===== src/design/gpio_pkg.sv =====
// Constants for the general-purpose port block: register map, widths, reset values.
// Assumes a 32-bit APB master with byte offsets that are multiples of four.
package gpio_pkg;
	localparam int BIDIR_PORTS = 8;
	localparam int PORT_W = 8;
	localparam int NARROW_PORT = 5;
	localparam int NARROW_W = 4;
	localparam int RTO_PORT = 6;
	localparam int ADDR_W = 12;
	localparam logic [7:0] REG_RESET = 8'h00;
	localparam logic [7:0] ANALOG_READ = 8'hFF;
	localparam logic [31:0] ZERO_WORD = 32'h0000_0000;
	// Register kinds sit in bits [8:6] groups; port index in bits [4:2]
	localparam logic [ADDR_W-1:0] OFS_INPUT0 = 12'h000;
	localparam logic [ADDR_W-1:0] OFS_FSEL0 = 12'h004;
	localparam logic [ADDR_W-1:0] BASE_DIR = 12'h040;
	localparam logic [ADDR_W-1:0] BASE_DATA = 12'h080;
	localparam logic [ADDR_W-1:0] BASE_FSEL = 12'h0C0;
	localparam logic [ADDR_W-1:0] BASE_PULL = 12'h100;
	localparam int PULL_FIRST = 1;
	localparam int PULL_LAST = 3;
	typedef enum logic [2:0]
	{
		APB_IDLE = 3'b001,
		APB_SETUP = 3'b010,
		APB_ACCESS = 3'b100
	} apb_state_type;
endpackage


===== src/design/pin_sync.sv =====
// Two-stage synchroniser for a bus of pin levels.
// Assumes inputs are asynchronous to clk.
module pin_sync #(
	parameter int WIDTH = 8
) (
	input wire logic clk, // system clock
	input wire logic rst_n, // synchronous reset, active low
	input wire logic [WIDTH-1:0] pinIn, // raw pin levels
	output logic [WIDTH-1:0] pinSync // synchronised levels
);
	logic [WIDTH-1:0] meta_r;

	always_ff @(posedge clk)
	begin
		if (!rst_n)
		begin
			meta_r <= '0;
			pinSync <= '0;
		end
		else
		begin
			meta_r <= pinIn;
			pinSync <= meta_r;
		end
	end
endmodule


===== src/design/port_bit_ctrl.sv =====
// Per-port pin control: output enable, output value and pull-up enable.
// Assumes altOut/altOe come from peripherals on the same clock.
module port_bit_ctrl #(
	parameter int WIDTH = 8,
	parameter bit HAS_PULL = 1'b0
) (
	input wire logic [WIDTH-1:0] dirBits, // 1 = output
	input wire logic [WIDTH-1:0] dataBits, // output data latch
	input wire logic [WIDTH-1:0] fselBits, // 1 = alternative function
	input wire logic [WIDTH-1:0] pullBits, // pull-up select
	input wire logic [WIDTH-1:0] altOut, // peripheral output value
	input wire logic [WIDTH-1:0] altOe, // peripheral drives the pin
	output logic [WIDTH-1:0] pinOut, // pin output value
	output logic [WIDTH-1:0] pinOe, // pin output enable
	output logic [WIDTH-1:0] pullEn // pull-up on
);
	genvar i;
	generate
		for (i = 0; i < WIDTH; i++)
		begin : g_bit
			always_comb
			begin
				if (fselBits[i])
				begin
					pinOut[i] = altOut[i];
					pinOe[i] = altOe[i];
					// Alternative output kills pull-up; input follows select only
					pullEn[i] = HAS_PULL && !altOe[i] && pullBits[i];
				end
				else
				begin
					pinOut[i] = dataBits[i];
					pinOe[i] = dirBits[i];
					pullEn[i] = HAS_PULL && !dirBits[i] && pullBits[i];
				end
			end
		end
	endgenerate
endmodule


===== src/design/gpio_port_block.sv =====
// General-purpose port block: eight bidirectional ports, one input/analog port, APB slave.
// Assumes a synchronous APB master on clk and asynchronous pins.
// Behaviour
// - Seven 8-bit and one 4-bit bidirectional port plus one 8-bit input port.
// - Each bidirectional port has per-bit direction and output data registers.
// - Function select register picks general or peripheral function per bit.
// - Reading an input-direction bit returns the pin level.
// - Reading an output-direction bit returns the output data register bit.
// - Pin levels reach the read path only during a read strobe.
// - Input-only port bits choose digital input or analog channel.
// - Ports 1 to 3 have per-bit pull-up select registers.
// - Pull-up select counts only while the general pin is an input.
// - Pull-up forced off for general pins set as outputs.
// - Pull-up off for pins on a peripheral output function.
// - Peripheral input pins follow pull-up select, ignoring direction.
// - Function select registers keep contents across low-power mode.
// - 4-bit port offers trigger, timer event, plain pin, converter trigger.
// - All port 6 pins selectable as realtime output pins.
// - Analog-selected input-only bits read as 1.
// - Reset clears function select, direction, data and pull-up registers.
module gpio_port_block
	import gpio_pkg::*;
#(
	parameter int PORTS = gpio_pkg::BIDIR_PORTS
) (
	input wire logic clk, // system clock
	input wire logic rst_n, // synchronous reset, active low
	input wire logic psel, // APB select
	input wire logic penable, // APB enable
	input wire logic pwrite, // APB direction
	input wire logic [gpio_pkg::ADDR_W-1:0] paddr, // APB byte address
	input wire logic [31:0] pwdata, // APB write data
	input wire logic [3:0] pstrb, // APB byte strobes
	output logic [31:0] prdata, // APB read data
	output logic pready, // APB ready
	output logic pslverr, // APB error on unmapped address
	input wire logic lowPower, // low-power mode entered
	input wire logic [7:0] inputPins, // input-only port pins
	output logic [7:0] analogSel, // per-bit analog channel enable
	input wire logic [PORTS*8-1:0] pinIn, // bidirectional pin levels, port n at [8n+7:8n]
	output logic [PORTS*8-1:0] pinOut, // pin drive values
	output logic [PORTS*8-1:0] pinOe, // pin output enables
	output logic [PORTS*8-1:0] pullEn, // pull-up enables
	input wire logic [PORTS*8-1:0] altOut, // peripheral output values
	input wire logic [PORTS*8-1:0] altOe, // peripheral output enables
	output logic [PORTS*8-1:0] altIn, // pin levels handed to peripherals
	output logic realtimeTriggerIn, // realtime output trigger from 4-bit port
	output logic timerEventIn, // timer event from 4-bit port
	output logic converterStartTriggerIn, // converter trigger from 4-bit port
	output logic [7:0] realtimeOutSel // port 6 bits on realtime output
);
	import gpio_pkg::*;

	////////////////////////////////////////////////////////////////////////////////
	// Register storage
	logic [7:0] direction_r [PORTS];
	logic [7:0] outData_r [PORTS];
	logic [7:0] funcSel_r [PORTS];
	logic [7:0] pullSel_r [PORTS];
	logic [7:0] funcSel0_r;
	logic [PORTS*8-1:0] pinSync;
	logic [7:0] inputSync;
	logic [PORTS*8-1:0] pinGated;
	logic [7:0] inputGated;
	logic [PORTS*8-1:0] dirFlat;
	logic [PORTS*8-1:0] dataFlat;
	logic [PORTS*8-1:0] fselFlat;
	logic [PORTS*8-1:0] pullFlat;
	logic [PORTS*8-1:0] pullRaw;
	logic [7:0] portMask [PORTS];
	logic wrStrobe;
	logic rdStrobe;
	logic [31:0] readWord;
	logic mapped;
	apb_state_type state_r;
	apb_state_type state_nxt;

	// Register index decode shared by write and read paths
	function automatic logic hitGroup(input logic [ADDR_W-1:0] addr,
		input logic [ADDR_W-1:0] base, input int port);
		hitGroup = (addr == base + ADDR_W'(port * 4));
	endfunction

	////////////////////////////////////////////////////////////////////////////////
	// APB slave sequencing; zero wait states
	always_comb
	begin
		case (state_r)
			APB_IDLE: state_nxt = psel ? APB_SETUP : APB_IDLE;
			APB_SETUP: state_nxt = APB_ACCESS;
			APB_ACCESS: state_nxt = (psel && !penable) ? APB_SETUP : APB_IDLE;
			default: state_nxt = APB_IDLE;
		endcase
	end

	always_ff @(posedge clk)
	begin
		if (!rst_n)
			state_r <= APB_IDLE;
		else
			state_r <= state_nxt;
	end

	assign pready = 1'b1;
	assign wrStrobe = psel && penable && pwrite && pstrb[0];
	assign rdStrobe = psel && !penable && !pwrite;

	////////////////////////////////////////////////////////////////////////////////
	// Pin synchronisers; sampled value gated into the read path, fed to peripherals continuously
	pin_sync #(.WIDTH(PORTS*8)) u_sync_bidir
	(
		.clk(clk),
		.rst_n(rst_n),
		.pinIn(pinIn),
		.pinSync(pinSync)
	);

	pin_sync #(.WIDTH(8)) u_sync_input
	(
		.clk(clk),
		.rst_n(rst_n),
		.pinIn(inputPins),
		.pinSync(inputSync)
	);

	// Input path opens only during the setup cycle of a read
	assign pinGated = rdStrobe ? pinSync : '0;
	assign inputGated = rdStrobe ? inputSync : '0;

	////////////////////////////////////////////////////////////////////////////////
	// Register writes
	genvar p;
	generate
		for (p = 0; p < PORTS; p++)
		begin : g_port
			// 4-bit port keeps only the low nibble
			assign portMask[p] = (p == NARROW_PORT) ? 8'h0F : 8'hFF;

			always_ff @(posedge clk)
			begin
				if (!rst_n)
				begin
					direction_r[p] <= REG_RESET;
					outData_r[p] <= REG_RESET;
					pullSel_r[p] <= REG_RESET;
				end
				else if (wrStrobe)
				begin
					if (hitGroup(paddr, BASE_DIR, p))
						direction_r[p] <= pwdata[7:0] & portMask[p];
					if (hitGroup(paddr, BASE_DATA, p))
						outData_r[p] <= pwdata[7:0] & portMask[p];
					if (hitGroup(paddr, BASE_PULL, p) && p >= PULL_FIRST && p <= PULL_LAST)
						pullSel_r[p] <= pwdata[7:0];
				end
			end

			// Only reset reinitialises; low-power entry leaves the selection alone
			always_ff @(posedge clk)
			begin
				if (!rst_n)
					funcSel_r[p] <= REG_RESET;
				else if (wrStrobe && hitGroup(paddr, BASE_FSEL, p))
					funcSel_r[p] <= pwdata[7:0] & portMask[p];
			end

			assign dirFlat[p*8 +: 8] = direction_r[p];
			assign dataFlat[p*8 +: 8] = outData_r[p];
			assign fselFlat[p*8 +: 8] = funcSel_r[p];
			assign pullFlat[p*8 +: 8] = pullSel_r[p];
		end
	endgenerate

	always_ff @(posedge clk)
	begin
		if (!rst_n)
			funcSel0_r <= REG_RESET;
		else if (wrStrobe && paddr == OFS_FSEL0)
			funcSel0_r <= pwdata[7:0];
	end

	////////////////////////////////////////////////////////////////////////////////
	// Pin control
	port_bit_ctrl #(.WIDTH(PORTS*8), .HAS_PULL(1'b1)) u_ctrl
	(
		.dirBits(dirFlat),
		.dataBits(dataFlat),
		.fselBits(fselFlat),
		.pullBits(pullFlat),
		.altOut(altOut),
		.altOe(altOe),
		.pinOut(pinOut),
		.pinOe(pinOe),
		.pullEn(pullRaw)
	);

	// Pull-ups exist only on ports 1 to 3
	generate
		for (p = 0; p < PORTS; p++)
		begin : g_pull
			assign pullEn[p*8 +: 8] = (p >= PULL_FIRST && p <= PULL_LAST) ?
				pullRaw[p*8 +: 8] : 8'h00;
		end
	endgenerate

	// Peripherals see synchronised pin levels continuously
	assign altIn = pinSync;
	assign analogSel = funcSel0_r;
	assign realtimeTriggerIn = pinSync[NARROW_PORT*8 + 3] & funcSel_r[NARROW_PORT][3];
	assign timerEventIn = pinSync[NARROW_PORT*8 + 2] & funcSel_r[NARROW_PORT][2];
	assign converterStartTriggerIn = pinSync[NARROW_PORT*8] & funcSel_r[NARROW_PORT][0];
	assign realtimeOutSel = funcSel_r[RTO_PORT];

	////////////////////////////////////////////////////////////////////////////////
	// Read mux, registered at the setup cycle so data is stable in the access phase
	always_comb
	begin
		readWord = ZERO_WORD;
		mapped = 1'b0;
		if (paddr == OFS_INPUT0)
		begin
			mapped = 1'b1;
			readWord[7:0] = (inputGated & ~funcSel0_r) | (ANALOG_READ & funcSel0_r);
		end
		if (paddr == OFS_FSEL0)
		begin
			mapped = 1'b1;
			readWord[7:0] = funcSel0_r;
		end
		for (int i = 0; i < PORTS; i++)
		begin
			if (hitGroup(paddr, BASE_DIR, i))
			begin
				mapped = 1'b1;
				readWord[7:0] = direction_r[i];
			end
			if (hitGroup(paddr, BASE_DATA, i))
			begin
				mapped = 1'b1;
				// Output bits read the latch, input bits the pin
				readWord[7:0] = ((outData_r[i] & direction_r[i]) |
					(pinGated[i*8 +: 8] & ~direction_r[i])) & portMask[i];
			end
			if (hitGroup(paddr, BASE_FSEL, i))
			begin
				mapped = 1'b1;
				readWord[7:0] = funcSel_r[i];
			end
			if (hitGroup(paddr, BASE_PULL, i) && i >= PULL_FIRST && i <= PULL_LAST)
			begin
				mapped = 1'b1;
				readWord[7:0] = pullSel_r[i];
			end
		end
	end

	always_ff @(posedge clk)
	begin
		if (!rst_n)
			prdata <= ZERO_WORD;
		else if (psel && !penable)
			prdata <= pwrite ? ZERO_WORD : readWord;
	end

	always_comb
	begin
		pslverr = psel && penable && !mapped;
	end
endmodule


===== config.mk =====
export PLATFORM = sky130hd
export DESIGN_NAME = gpio_port_block
export DESIGN_NICKNAME = d
export VERILOG_FILES = /design/src/design/gpio_pkg.sv /design/src/design/pin_sync.sv /design/src/design/port_bit_ctrl.sv /design/src/design/gpio_port_block.sv
export SDC_FILE = /design/constraint.sdc
export NUM_CORES = 1
export LEC_CHECK = 0
export BUFFER_PORTS_ARGS = -buffer_cell sky130_fd_sc_hd__buf_4
export CORE_MARGIN = 8
export CORE_UTILIZATION = 45
export DETAILED_ROUTE_END_ITERATION = 16
export MAX_ROUTING_LAYER = met4
export PLACE_DENSITY = 0.72
export SLEW_MARGIN = 20
export SYNTH_ARGS = -nofsm -noshare
export SYNTH_HDL_FRONTEND = slang
export SYNTH_SLANG_ARGS = --single-unit

===== constraint.sdc =====
create_clock -name clk -period 3.8 [get_ports clk]
set_input_delay 0.57 -clock clk [delete_from_list [all_inputs] [get_ports clk]]
set_output_delay 0.57 -clock clk [all_outputs]
set_load 0.005 [all_outputs]

==> results.md, run 1 <==
- Run status: complete, no violations
- Worst-Margin Slew: 0.943 ns
- Minimum clock period: 3.39 ns
- Die Width: 216 um
- Largest net degree at the start of global routing: 114
- Fillcell total: 3,406
- Max FO, Critical Path: 29
- Synth Instances: 1,738
- GR Overflow Total: 0
- Min-Delay Endpoint: u_sync_bidir.meta_r[7]
- First-pass GRT wire length: 105,000 um
- Cts hold-fix bufs: 0
- Synth top area share: 33.9%
- Adder-cell area share of the yosys netlist: 0%
- Lkg Pwr: 10.0 nW
- Nets: 2,439
- RSZ-0062 raised after global routing: false
- Vias in the first global route: 15,800
- Clock Pin Slew Worst Setup and Hold Paths: 0.06 ns
- Vias: 16,100
- Start point of the worst hold path: pinIn[7]
- Reg2Reg Capture Point: prdata[6]
- Fin crit share: 89.2%
- Top post-synthesis cells by area: edfxtp_1 34%, dfxtp_1 18%, mux2_2 7.4%
- Final hold viol count: 0
- WP data required: 3.23 ns
- Hold Crit Depth: 2
- Final setup fails: 0
- Initial antenna violation count: 3
- Synth Area in Simple Gates: 21.8%
- Reg2reg setup slack: 1.48 ns
- FFs w/ async S/R, synth: 0%
- Row cnt: 73
- Initial Utilization: 45.5%
- Detail Route Antenna Nets: 0
- Storage element area: 9330 um2
- IO buf count: 453
- Area taken by multi-input logic gates: 7790 um2
- Seq/Total Area, Yosys: 51.6%
- Syn Area/Cell: 10.4 um2
- # DRC: 0
- Pwr/cell area: 403 nW/um2
- Core box area: 39,700 um2
- Die height: 216 um
- Clock Tree Root: clkbuf_16
- Post-synthesis xor/xnor area fraction: 0%
- Average wire per standard cell: 26.4 um
- Reg2reg start: direction_r[0][6]
- Total Wirelength: 72,300 um
- Gpl congestion: 0.966
- Clk_skew: 0.0180 ns
- Critical path class: input port to primary output
- Slew Limit Fails: 0
- VDD IR max: 0.259 mV
- All-Layer GR Usage: 30.2%
- Final instance area: 23,200 um2
- Post-detail-place hpwl: 55,100 um
- EDFF count, synth: 204
- Max-cap violations: 0
- CTS H-tree depth: 2
- Overall Power: 9.36 mW
- TritonRoute pass-1 iters: 7
- Layout cells sized above 1: 33.7%
- Clock buffer count from CTS: 41
- Worst Path Arrival: 2.82 ns
- YS warnings: 0
- Netlist cell types: 78
- Fmax: 0.295 GHz
- HP Class: input port to flip-flop
- Cell Area, Placed: 21,900 um2
- Slew HR: 37.1%
- Yosys reg bits: 364
- Setup crit end kind: primary output
- # IOs: 563
- Startpoint Class: input port
- Drt first-iter violations: 1,981
- Setup Buffers After CTS: 0
- DR vias/cell: 5.86
- Post-CTS sizing: 0
- Fin util: 58.5%
- Post-synth top area cell: edfxtp_1
- Clk_lat worst skew: 0.56 ns
- Die Area: 46,800 um2
- Setup tns final: 0 ns
- Compound-Gate Fraction of Synth Area: 11.8%
- Largest family of logic cells by synthesized area: simple AND/OR/NAND/NOR gates
- Reg2Reg Depth: 6
- Main synth FF type: edfxtp_1
- Mapped cell area: 18,100 um2
- Clock sink count: 364
- Synthesis-to-finish area growth: 28.5%
- TritonCTS clock tree: built
- Clock tree buffer depth: 3
- Mux cell area share after synthesis: 7.97%
-- area by class of cell --
class	count	area share, %
Sequential cell	364	40.2
Multi-Input combinational cell	1209	33.5
Timing Repair Buffer	536	17.4
Clock buffer	59	5.10
Tap cell	525	2.83
Inverter	33	0.533
Clock inverter	14	0.442
Antenna cell	1	0.0108
-- metal layers --
metal | GRT usage, % | vias to the layer above | routed length [um]
met4 | 9.74 | 0 | 2150
met1 | 39.2 | 7760 | 28900
met5 | - | - | 0
li1 | - | 7070 | -
met2 | 47.1 | 1108 | 33500
met3 | 5.96 | 132 | 7840
-- worst max path at each step --
stage                        start               end  slack [ns]  depth (start not counted)
final                     paddr[6]           pslverr        0.41                          7
after global routing      paddr[6]           pslverr        0.40                          7
after CTS                 paddr[6]           pslverr        0.46                          7
after detailed placement  paddr[9]         prdata[4]        0.49                          9
after global placement    paddr[6]           pslverr        0.47                          7
after floorplan           paddr[3]  pullSel_r[0][10]        0.73                          6
-- report_power, final --
part	leakage (nW)	internal, mW	switching (mW)
sequential	3.26	4.34	0.180
combinational	6.13	0.519	0.481
clock	0.639	2.24	1.60
-- cells in the final DEF, fill, tap and decap left out, types with 16 or more instances in the layout --
| cell | count |
|---|---|
| buf_4 | 535 |
| edfxtp_1 | 204 |
| and2_1 | 175 |
| and3_1 | 171 |
| dfxtp_1 | 160 |
| nand2_1 | 119 |
| mux2_2 | 119 |
| nor2_1 | 97 |
| o21ai_0 | 83 |
| conb_1 | 73 |
| a21oi_1 | 55 |
| clkbuf_16 | 42 |
| inv_1 | 33 |
| nand3_1 | 25 |
| o211ai_1 | 24 |
| nor3_1 | 18 |
| a211oi_1 | 17 |
| nor2b_1 | 16 |
-- critical path, stage by stage --
cell	delay, ns
buf_4	0.31
and4bb_2	0.41
o211a_1	0.37
nor4_1	0.43
o21ai_0	0.16
nor3_1	0.33
buf_4	0.21
-- stage by stage --
| stage | setup WS (ns) | instances | hold slack, ns |
|---|---|---|---|
| global route | 0.401 | 2741 | 0.216 |
| detailed placement | 0.495 | 2667 | 0.417 |
| floorplan | 0.725 | 1809 | 0.412 |
| CTS | 0.463 | 2740 | 0.200 |
| global placement | 0.473 | 2667 | 0.413 |
| finish | 0.410 | 2741 | 0.221 |
-- Yosys cell counts (6+ instances only) --
library cell,count
clkbuf_1,100
o22ai_1,8
nor2_1,98
mux2i_1,10
nor3_2,10
and2_1,175
nor3_1,18
a22oi_1,13
a2111oi_0,7
edfxtp_1,204
o221ai_1,8
a211oi_1,17
a221o_1,10
o31ai_1,8
a31oi_1,12
buf_2,14
o2111ai_1,6
a21o_1,6
nand4_1,7
a221oi_1,10
mux2_2,119
a21oi_1,55
nor4_2,7
inv_1,33
nand3_1,25
and3_1,171
nand2_1,119
o211ai_1,24
nor2b_1,16
o21ai_0,83
buf_4,83
dfxtp_1,160
-- registers in the layout, summed over array words and instances, names as in the netlist --
register / flops
analogSel: 8
outData_r: 60
direction_r: 60
prdata: 8
funcSel_r: 60
pullSel_r: 24
u_sync_bidir.meta_r: 64
u_sync_bidir.pinSync: 64
u_sync_input.meta_r: 8
u_sync_input.pinSync: 8
-- logic make-up (layout without fill, tap and decap cells) --
| group | after synthesis | count (layout) |
|---|---|---|
| AND/OR/NAND/NOR | 694 | 694 |
| flip-flops | 364 | 364 |
| AO/OA/AOI/OAI | 313 | 313 |
| buffers and inverters | 236 | 642 |
| multiplexers | 129 | 129 |
| other | 2 | 74 |
Power figures use the tool's default switching activity.
==> run 2, diff against run 1 <==
ABC_AREA = 1   (was not set)
CORE_AREA = 8 8 212 214   (was not set)
CORE_MARGIN = not set   (was 8)
CORE_UTILIZATION = not set   (was 45)
DIE_AREA = 0 0 220 222   (was not set)
PLACE_DENSITY = 0.68   (was 0.72)
==> results.md, run 2 <==
- Run status: complete, no violations
- Pwr/cell area: 414 nW/um2
- # IOs: 563
- Die height: 222 um
- Cell Area, Placed: 21,300 um2
- DR vias/cell: 4.98
- Top cells by count, synth: 469 x nand2_1, 387 x inv_1, 272 x nor2_1, 207 x o21ai_0, 204 x edfxtp_1
- Commonest non-fill, non-tap cell in the layout: buf_4
- Critical path startpoint: paddr[11]
- WP data required: 3.23 ns
- Post-CTS sizing: 0
- Yosys reg bits: 364
- Fin crit share: 94.4%
- Fin util: 54.6%
- Max FO, Critical Path: 8
- Drt first-iter violations: 1,350
- Clock Tree Root: clkbuf_16
- RSZ-0062 raised after global routing: false
- Main synth FF type: edfxtp_1
- Final setup fails: 0
- Layout cells sized above 1: 23.9%
- Seq/Total Area, Yosys: 53.7%
- Total Wirelength: 62,800 um
- Critical path class: input port to primary output
- Syn Area/Cell: 8.06 um2
- Final instance area: 22,600 um2
- Fmax: 0.279 GHz
- All-Layer GR Usage: 25.3%
- Start point of the worst hold path: pinIn[10]
- Post-synth top area cell: edfxtp_1
- Largest net degree at the start of global routing: 63
- WHS: 0.203 ns
- Initial antenna violation count: 4
- Setup crit end kind: primary output
- CTS H-tree depth: 2
- Synth top area share: 35.3%
- Startpoint Class: input port
- Die Width: 220 um
- IO buf count: 453
- Mapped cell area: 17,400 um2
- Max-cap violations: 0
- Nets: 2,892
- Synth Instances: 2,154
- Row cnt: 75
- Lkg Pwr: 11.1 nW
- Clock Pin Slew Worst Setup and Hold Paths: 0.06 ns
- Top post-synthesis cells by area: edfxtp_1 35%, dfxtp_1 18%, nand2_1 10%
- YS warnings: 0
- Detail Route Antenna Nets: 0
- TritonRoute pass-1 iters: 5
- Clock buffer count from CTS: 40
- Setup Buffers After CTS: 0
- TritonCTS clock tree: built
- Commonest cells after routing, fill and taps aside: 514 x buf_4, 469 x nand2_1, 387 x inv_1
- Post-detail-place hpwl: 48,400 um
- Final hold viol count: 0
- Minimum clock period: 3.59 ns
- Vias: 16,000
- Netlist cell types: 36
- # DRC: 0
- Gpl congestion: 0.928
- Cts hold-fix bufs: 0
- Clock tree buffer depth: 3
- Clk_skew: 0.0103 ns
- Synthesis-to-finish area growth: 30.5%
- Clk_lat worst skew: 0.55 ns
- Die Area: 48,800 um2
- Slew HR: 37.8%
- GR Overflow Total: 0
- FFs w/ async S/R, synth: 0%
- Average wire per standard cell: 19.6 um
- Most common cell in the netlist: nand2_1
- VDD IR max: 0.311 mV
- Top flop regs: u_sync_bidir.meta_r: 64 flops, u_sync_bidir.pinSync: 64 flops
- HP Class: input port to flip-flop
- EDFF count, synth: 204
- Overall Power: 9.37 mW
- Worst Path Arrival: 3.02 ns
- Initial Utilization: 41.9%
- Vias in the first global route: 15,800
- First-pass GRT wire length: 92,500 um
- Core box area: 41,500 um2
- Worst-Margin Slew: 0.932 ns
- Slew Limit Fails: 0
- Clock sink count: 364
- Reg2reg start: direction_r[0][1]
- Setup tns final: 0 ns
## run 2: changes by cell type after synthesis, sizes merged, moves of 20 or more
cell and change:
clkbuf -50, nand2 +360, nor2 +188, o21ai +131, inv +368, mux2 -100, nand3 +80, nor3 -20
nand4 +21, and3 -171, and2 -175
## run 2: metrics by stage
step | setup slack, ns | cells
6_report | 0.212 | 3211
5_1_grt | 0.0904 | 3211
4_1_cts | 0.162 | 3207
3_5_place_dp | 0.147 | 3135
3_3_place_gp | 0.173 | 3135
2_1_floorplan | 1.11 | 2225
## run 2: cell type report
type	count	area [um2]
diodes	4	10.0
clock buffers	59	1180
clock inverters	13	168
fillers	3843	18800
inverters	406	1520
multi-input cells	1311	5900
flip-flops and latches	364	9330
well taps	539	674
repair buffers	515	3870
## run 2: final timing paths
check,end,slack [ns],cells after the start
min,u_sync_bidir.meta_r[10],0.20,3
max reg2reg,prdata[1],0.99,20
min reg2reg,u_sync_bidir.pinSync[52],0.40,2
max,pslverr,0.21,15
## run 2: logic make-up after synthesis
logic type	share of synthesized area [%]
AO/OA/AOI/OAI	9.57
flip-flops	53.7
AND/OR/NAND/NOR	21.6
buffers and inverters	13.9
multiplexers	1.23
other	0.0433
## run 2: routing by layer
layer | track usage (%) | vias to the layer above | wire, um
met1 | 31.2 | 7409 | 24600
met2 | 41.1 | 817 | 30100
met5 | - | - | 0
li1 | - | 7653 | -
met4 | 9.50 | 0 | 2130
met3 | 4.47 | 123 | 5940
## run 2: power breakdown
part / internal, mW / switching [mW]
Sequential: 4.34 / 0.129
Combinational: 0.434 / 0.495
Clock: 2.42 / 1.56
## run 2: worst max-delay path, stage by stage
cell,delay [ns]
buf_4,0.09
nor2_2,0.07
nand2_2,0.10
buf_4,0.17
nor2_1,0.09
inv_1,0.09
nor2_1,0.05
buf_4,0.16
inv_1,0.15
nand4_1,0.14
nor4_1,0.34
buf_4,0.19
nand4_1,0.15
nor4_1,0.44
buf_4,0.21
==> run 3, diff against run 2 <==
PLACE_DENSITY = 0.78   (was 0.68)
SKIP_CTS_REPAIR_TIMING = 1   (was not set)
clock period = 3.7 ns   (was 3.8 ns; I/O delays follow)
==> results.md, run 3 (synthesized netlist as in run 2, its figures left out) <==
- Commonest cells after routing, fill and taps aside: 518 x buf_4, 469 x nand2_1, 387 x inv_1
- WHS: 0.188 ns
- Post-detail-place hpwl: 48,100 um
- Core box area: 41,500 um2
- TritonRoute pass-1 iters: 5
- Overall Power: 9.41 mW
- Die Area: 48,800 um2
- Fmax: 0.293 GHz
- Setup crit end kind: primary output
- VDD IR max: 0.404 mV
- Detail Route Antenna Nets: 0
- # IOs: 563
- # DRC: 0
- P_int: 7.11 mW
- Minimum clock period: 3.42 ns
- Psw: 2.29 mW
- Nets: 2,896
- Initial antenna violation count: 1
- Storage element area: 9330 um2
- Clock Pin Slew Worst Setup and Hold Paths: 0.06 ns
- Clock Tree Root: clkbuf_16
- Startpoint Class: input port
- Reg2reg setup slack: 0.96 ns
- Start point of the worst hold path: pinIn[52]
- Die Width: 220 um
- Reg2reg start: direction_r[0][4]
- Setup WS pre-CTS: -0.0665 ns
- Max-cap violations: 0
- Worst Path Buf+Inv: 7
- Clock buffer count from CTS: 40
- Lkg Pwr: 11.1 nW
- Metal3 WL: 6450 um
- Layout cells sized above 1: 24.2%
- TritonCTS clock tree: built
- All-Layer GR Usage: 25.2%
- Clk_skew: 0.0205 ns
- Total Wirelength: 62,800 um
- Reg2Reg Capture Point: prdata[4]
- Final hold viol count: 0
- Row cnt: 75
- HP Class: input port to flip-flop
- Hold Crit Depth: 3
- Average wire per standard cell: 19.6 um
- Gpl congestion: 0.906
- Reg2Reg Depth: 21
- Highest layer used for signal routing: met4
- Crit-path cells: buf_4, inv_1, nand2_1, nor3_1, inv_1, nor2_1, inv_1, nor2_1, nor2_1, inv_1, nor4_2, buf_4, nand4_1, nor4_2, buf_4
- Critical path class: input port to primary output
- Sw Ratio: 24.4%
- Commonest non-fill, non-tap cell in the layout: buf_4
- DR vias/cell: 5.04
- Worst Path Arrival: 2.86 ns
- M1 WL: 23,700 um
- Clk_lat worst skew: 0.55 ns
- Largest stage delay on the critical path: 0.33 ns
- Min-Delay Endpoint: u_sync_bidir.meta_r[52]
- Slew Limit Fails: 0
- IO buf count: 453
- Vias: 16,200
- Initial Utilization: 41.9%
- Vias in the first global route: 16,100
- Fin crit share: 92.4%
- Run status: complete, no violations
- Clock sink count: 364
- Final setup fails: 0
- Die height: 222 um
- Largest net degree at the start of global routing: 62
- Fillcell total: 3,754
- Worst-Margin Slew: 1.15 ns
- Slowest CP cell: nor4_2
- First-pass GRT wire length: 92,400 um
- WP data required: 3.14 ns
- Max FO, Critical Path: 6
- Worst setup margin: 0.282 ns
- Sequential Power Share: 48.7%
- RSZ-0062 raised after global routing: false
- Post-Layout Cell Count: 3,214
- Placed cells: 3,139
- Clock share of power: 41.0%
- Logic pwr share: 10.2%
- Top flop regs: u_sync_bidir.meta_r: 64 flops, u_sync_bidir.pinSync: 64 flops
- Most common cell on crit path: inv_1
- Met2 wire len: 31,100 um
- Pwr/cell area: 416 nW/um2
- CTS H-tree depth: 2
- Area taken by multi-input logic gates: 5910 um2
- Cell family with most CP delay: simple AND/OR/NAND/NOR gates
- Drt first-iter violations: 1,359
- Synthesis-to-finish area growth: 30.2%
- Clock tree buffer depth: 3
- Slew HR: 23.2%
- GR Overflow Total: 0
run 3: layer usage:
layer	vias up	track usage [%]
met5	-	-
li1	7647	-
met1	7518	29.7
met4	0	7.72
met2	927	42.8
met3	116	5.03
run 3: final cells by class:
class,instances,share of cell area (%)
Sequential cell,364,41.3
Clock inverter,17,0.432
Antenna cell,1,0.0111
Multi-Input combinational cell,1311,26.1
Inverter,406,6.74
Clock buffer,57,5.17
Timing Repair Buffer,519,17.3
Tap cell,539,2.98
run 3: metrics by stage:
stage          TNS [ns]  utilization (%)  area, um2
2_1_floorplan         0                -      17600
3_3_place_gp   -0.00948             51.4      21300
3_5_place_dp     -0.104             51.4      21300
4_1_cts         -0.0836             54.5      22600
5_1_grt               0             54.5      22600
6_report              0             54.5      22600
run 3: tightest hold or removal path: cells and delay by family:
| family | cells | cell delay (ns) |
|---|---|---|
| buffers and inverters | 2 | 0.12 |
| and+or+nand+nor | 1 | 0.04 |
run 3: power groups by stage:
| stage | clock [mW] | combinational (mW) | sequential, mW |
|---|---|---|---|
| floorplan | 0 | 0.415 | 4.61 |
| global placement | 0 | 0.943 | 4.66 |
| detailed placement | 0 | 0.959 | 4.67 |
| CTS | 3.92 | 0.963 | 4.58 |
| global route | 4.07 | 1.04 | 4.60 |
| finish | 3.86 | 0.964 | 4.59 |
run 3: how the worst max path moves through the flow:
stage / start / to / slack [ns] / cells after the start
floorplan: paddr[0] / outData_r[1][24] / 1.02 / 10
global placement: paddr[0] / pslverr / -0.009 / 15
detailed placement: paddr[0] / pslverr / -0.07 / 15
CTS: paddr[0] / pslverr / -0.08 / 15
global route: paddr[0] / pslverr / 0.06 / 15
finish: paddr[0] / pslverr / 0.28 / 15
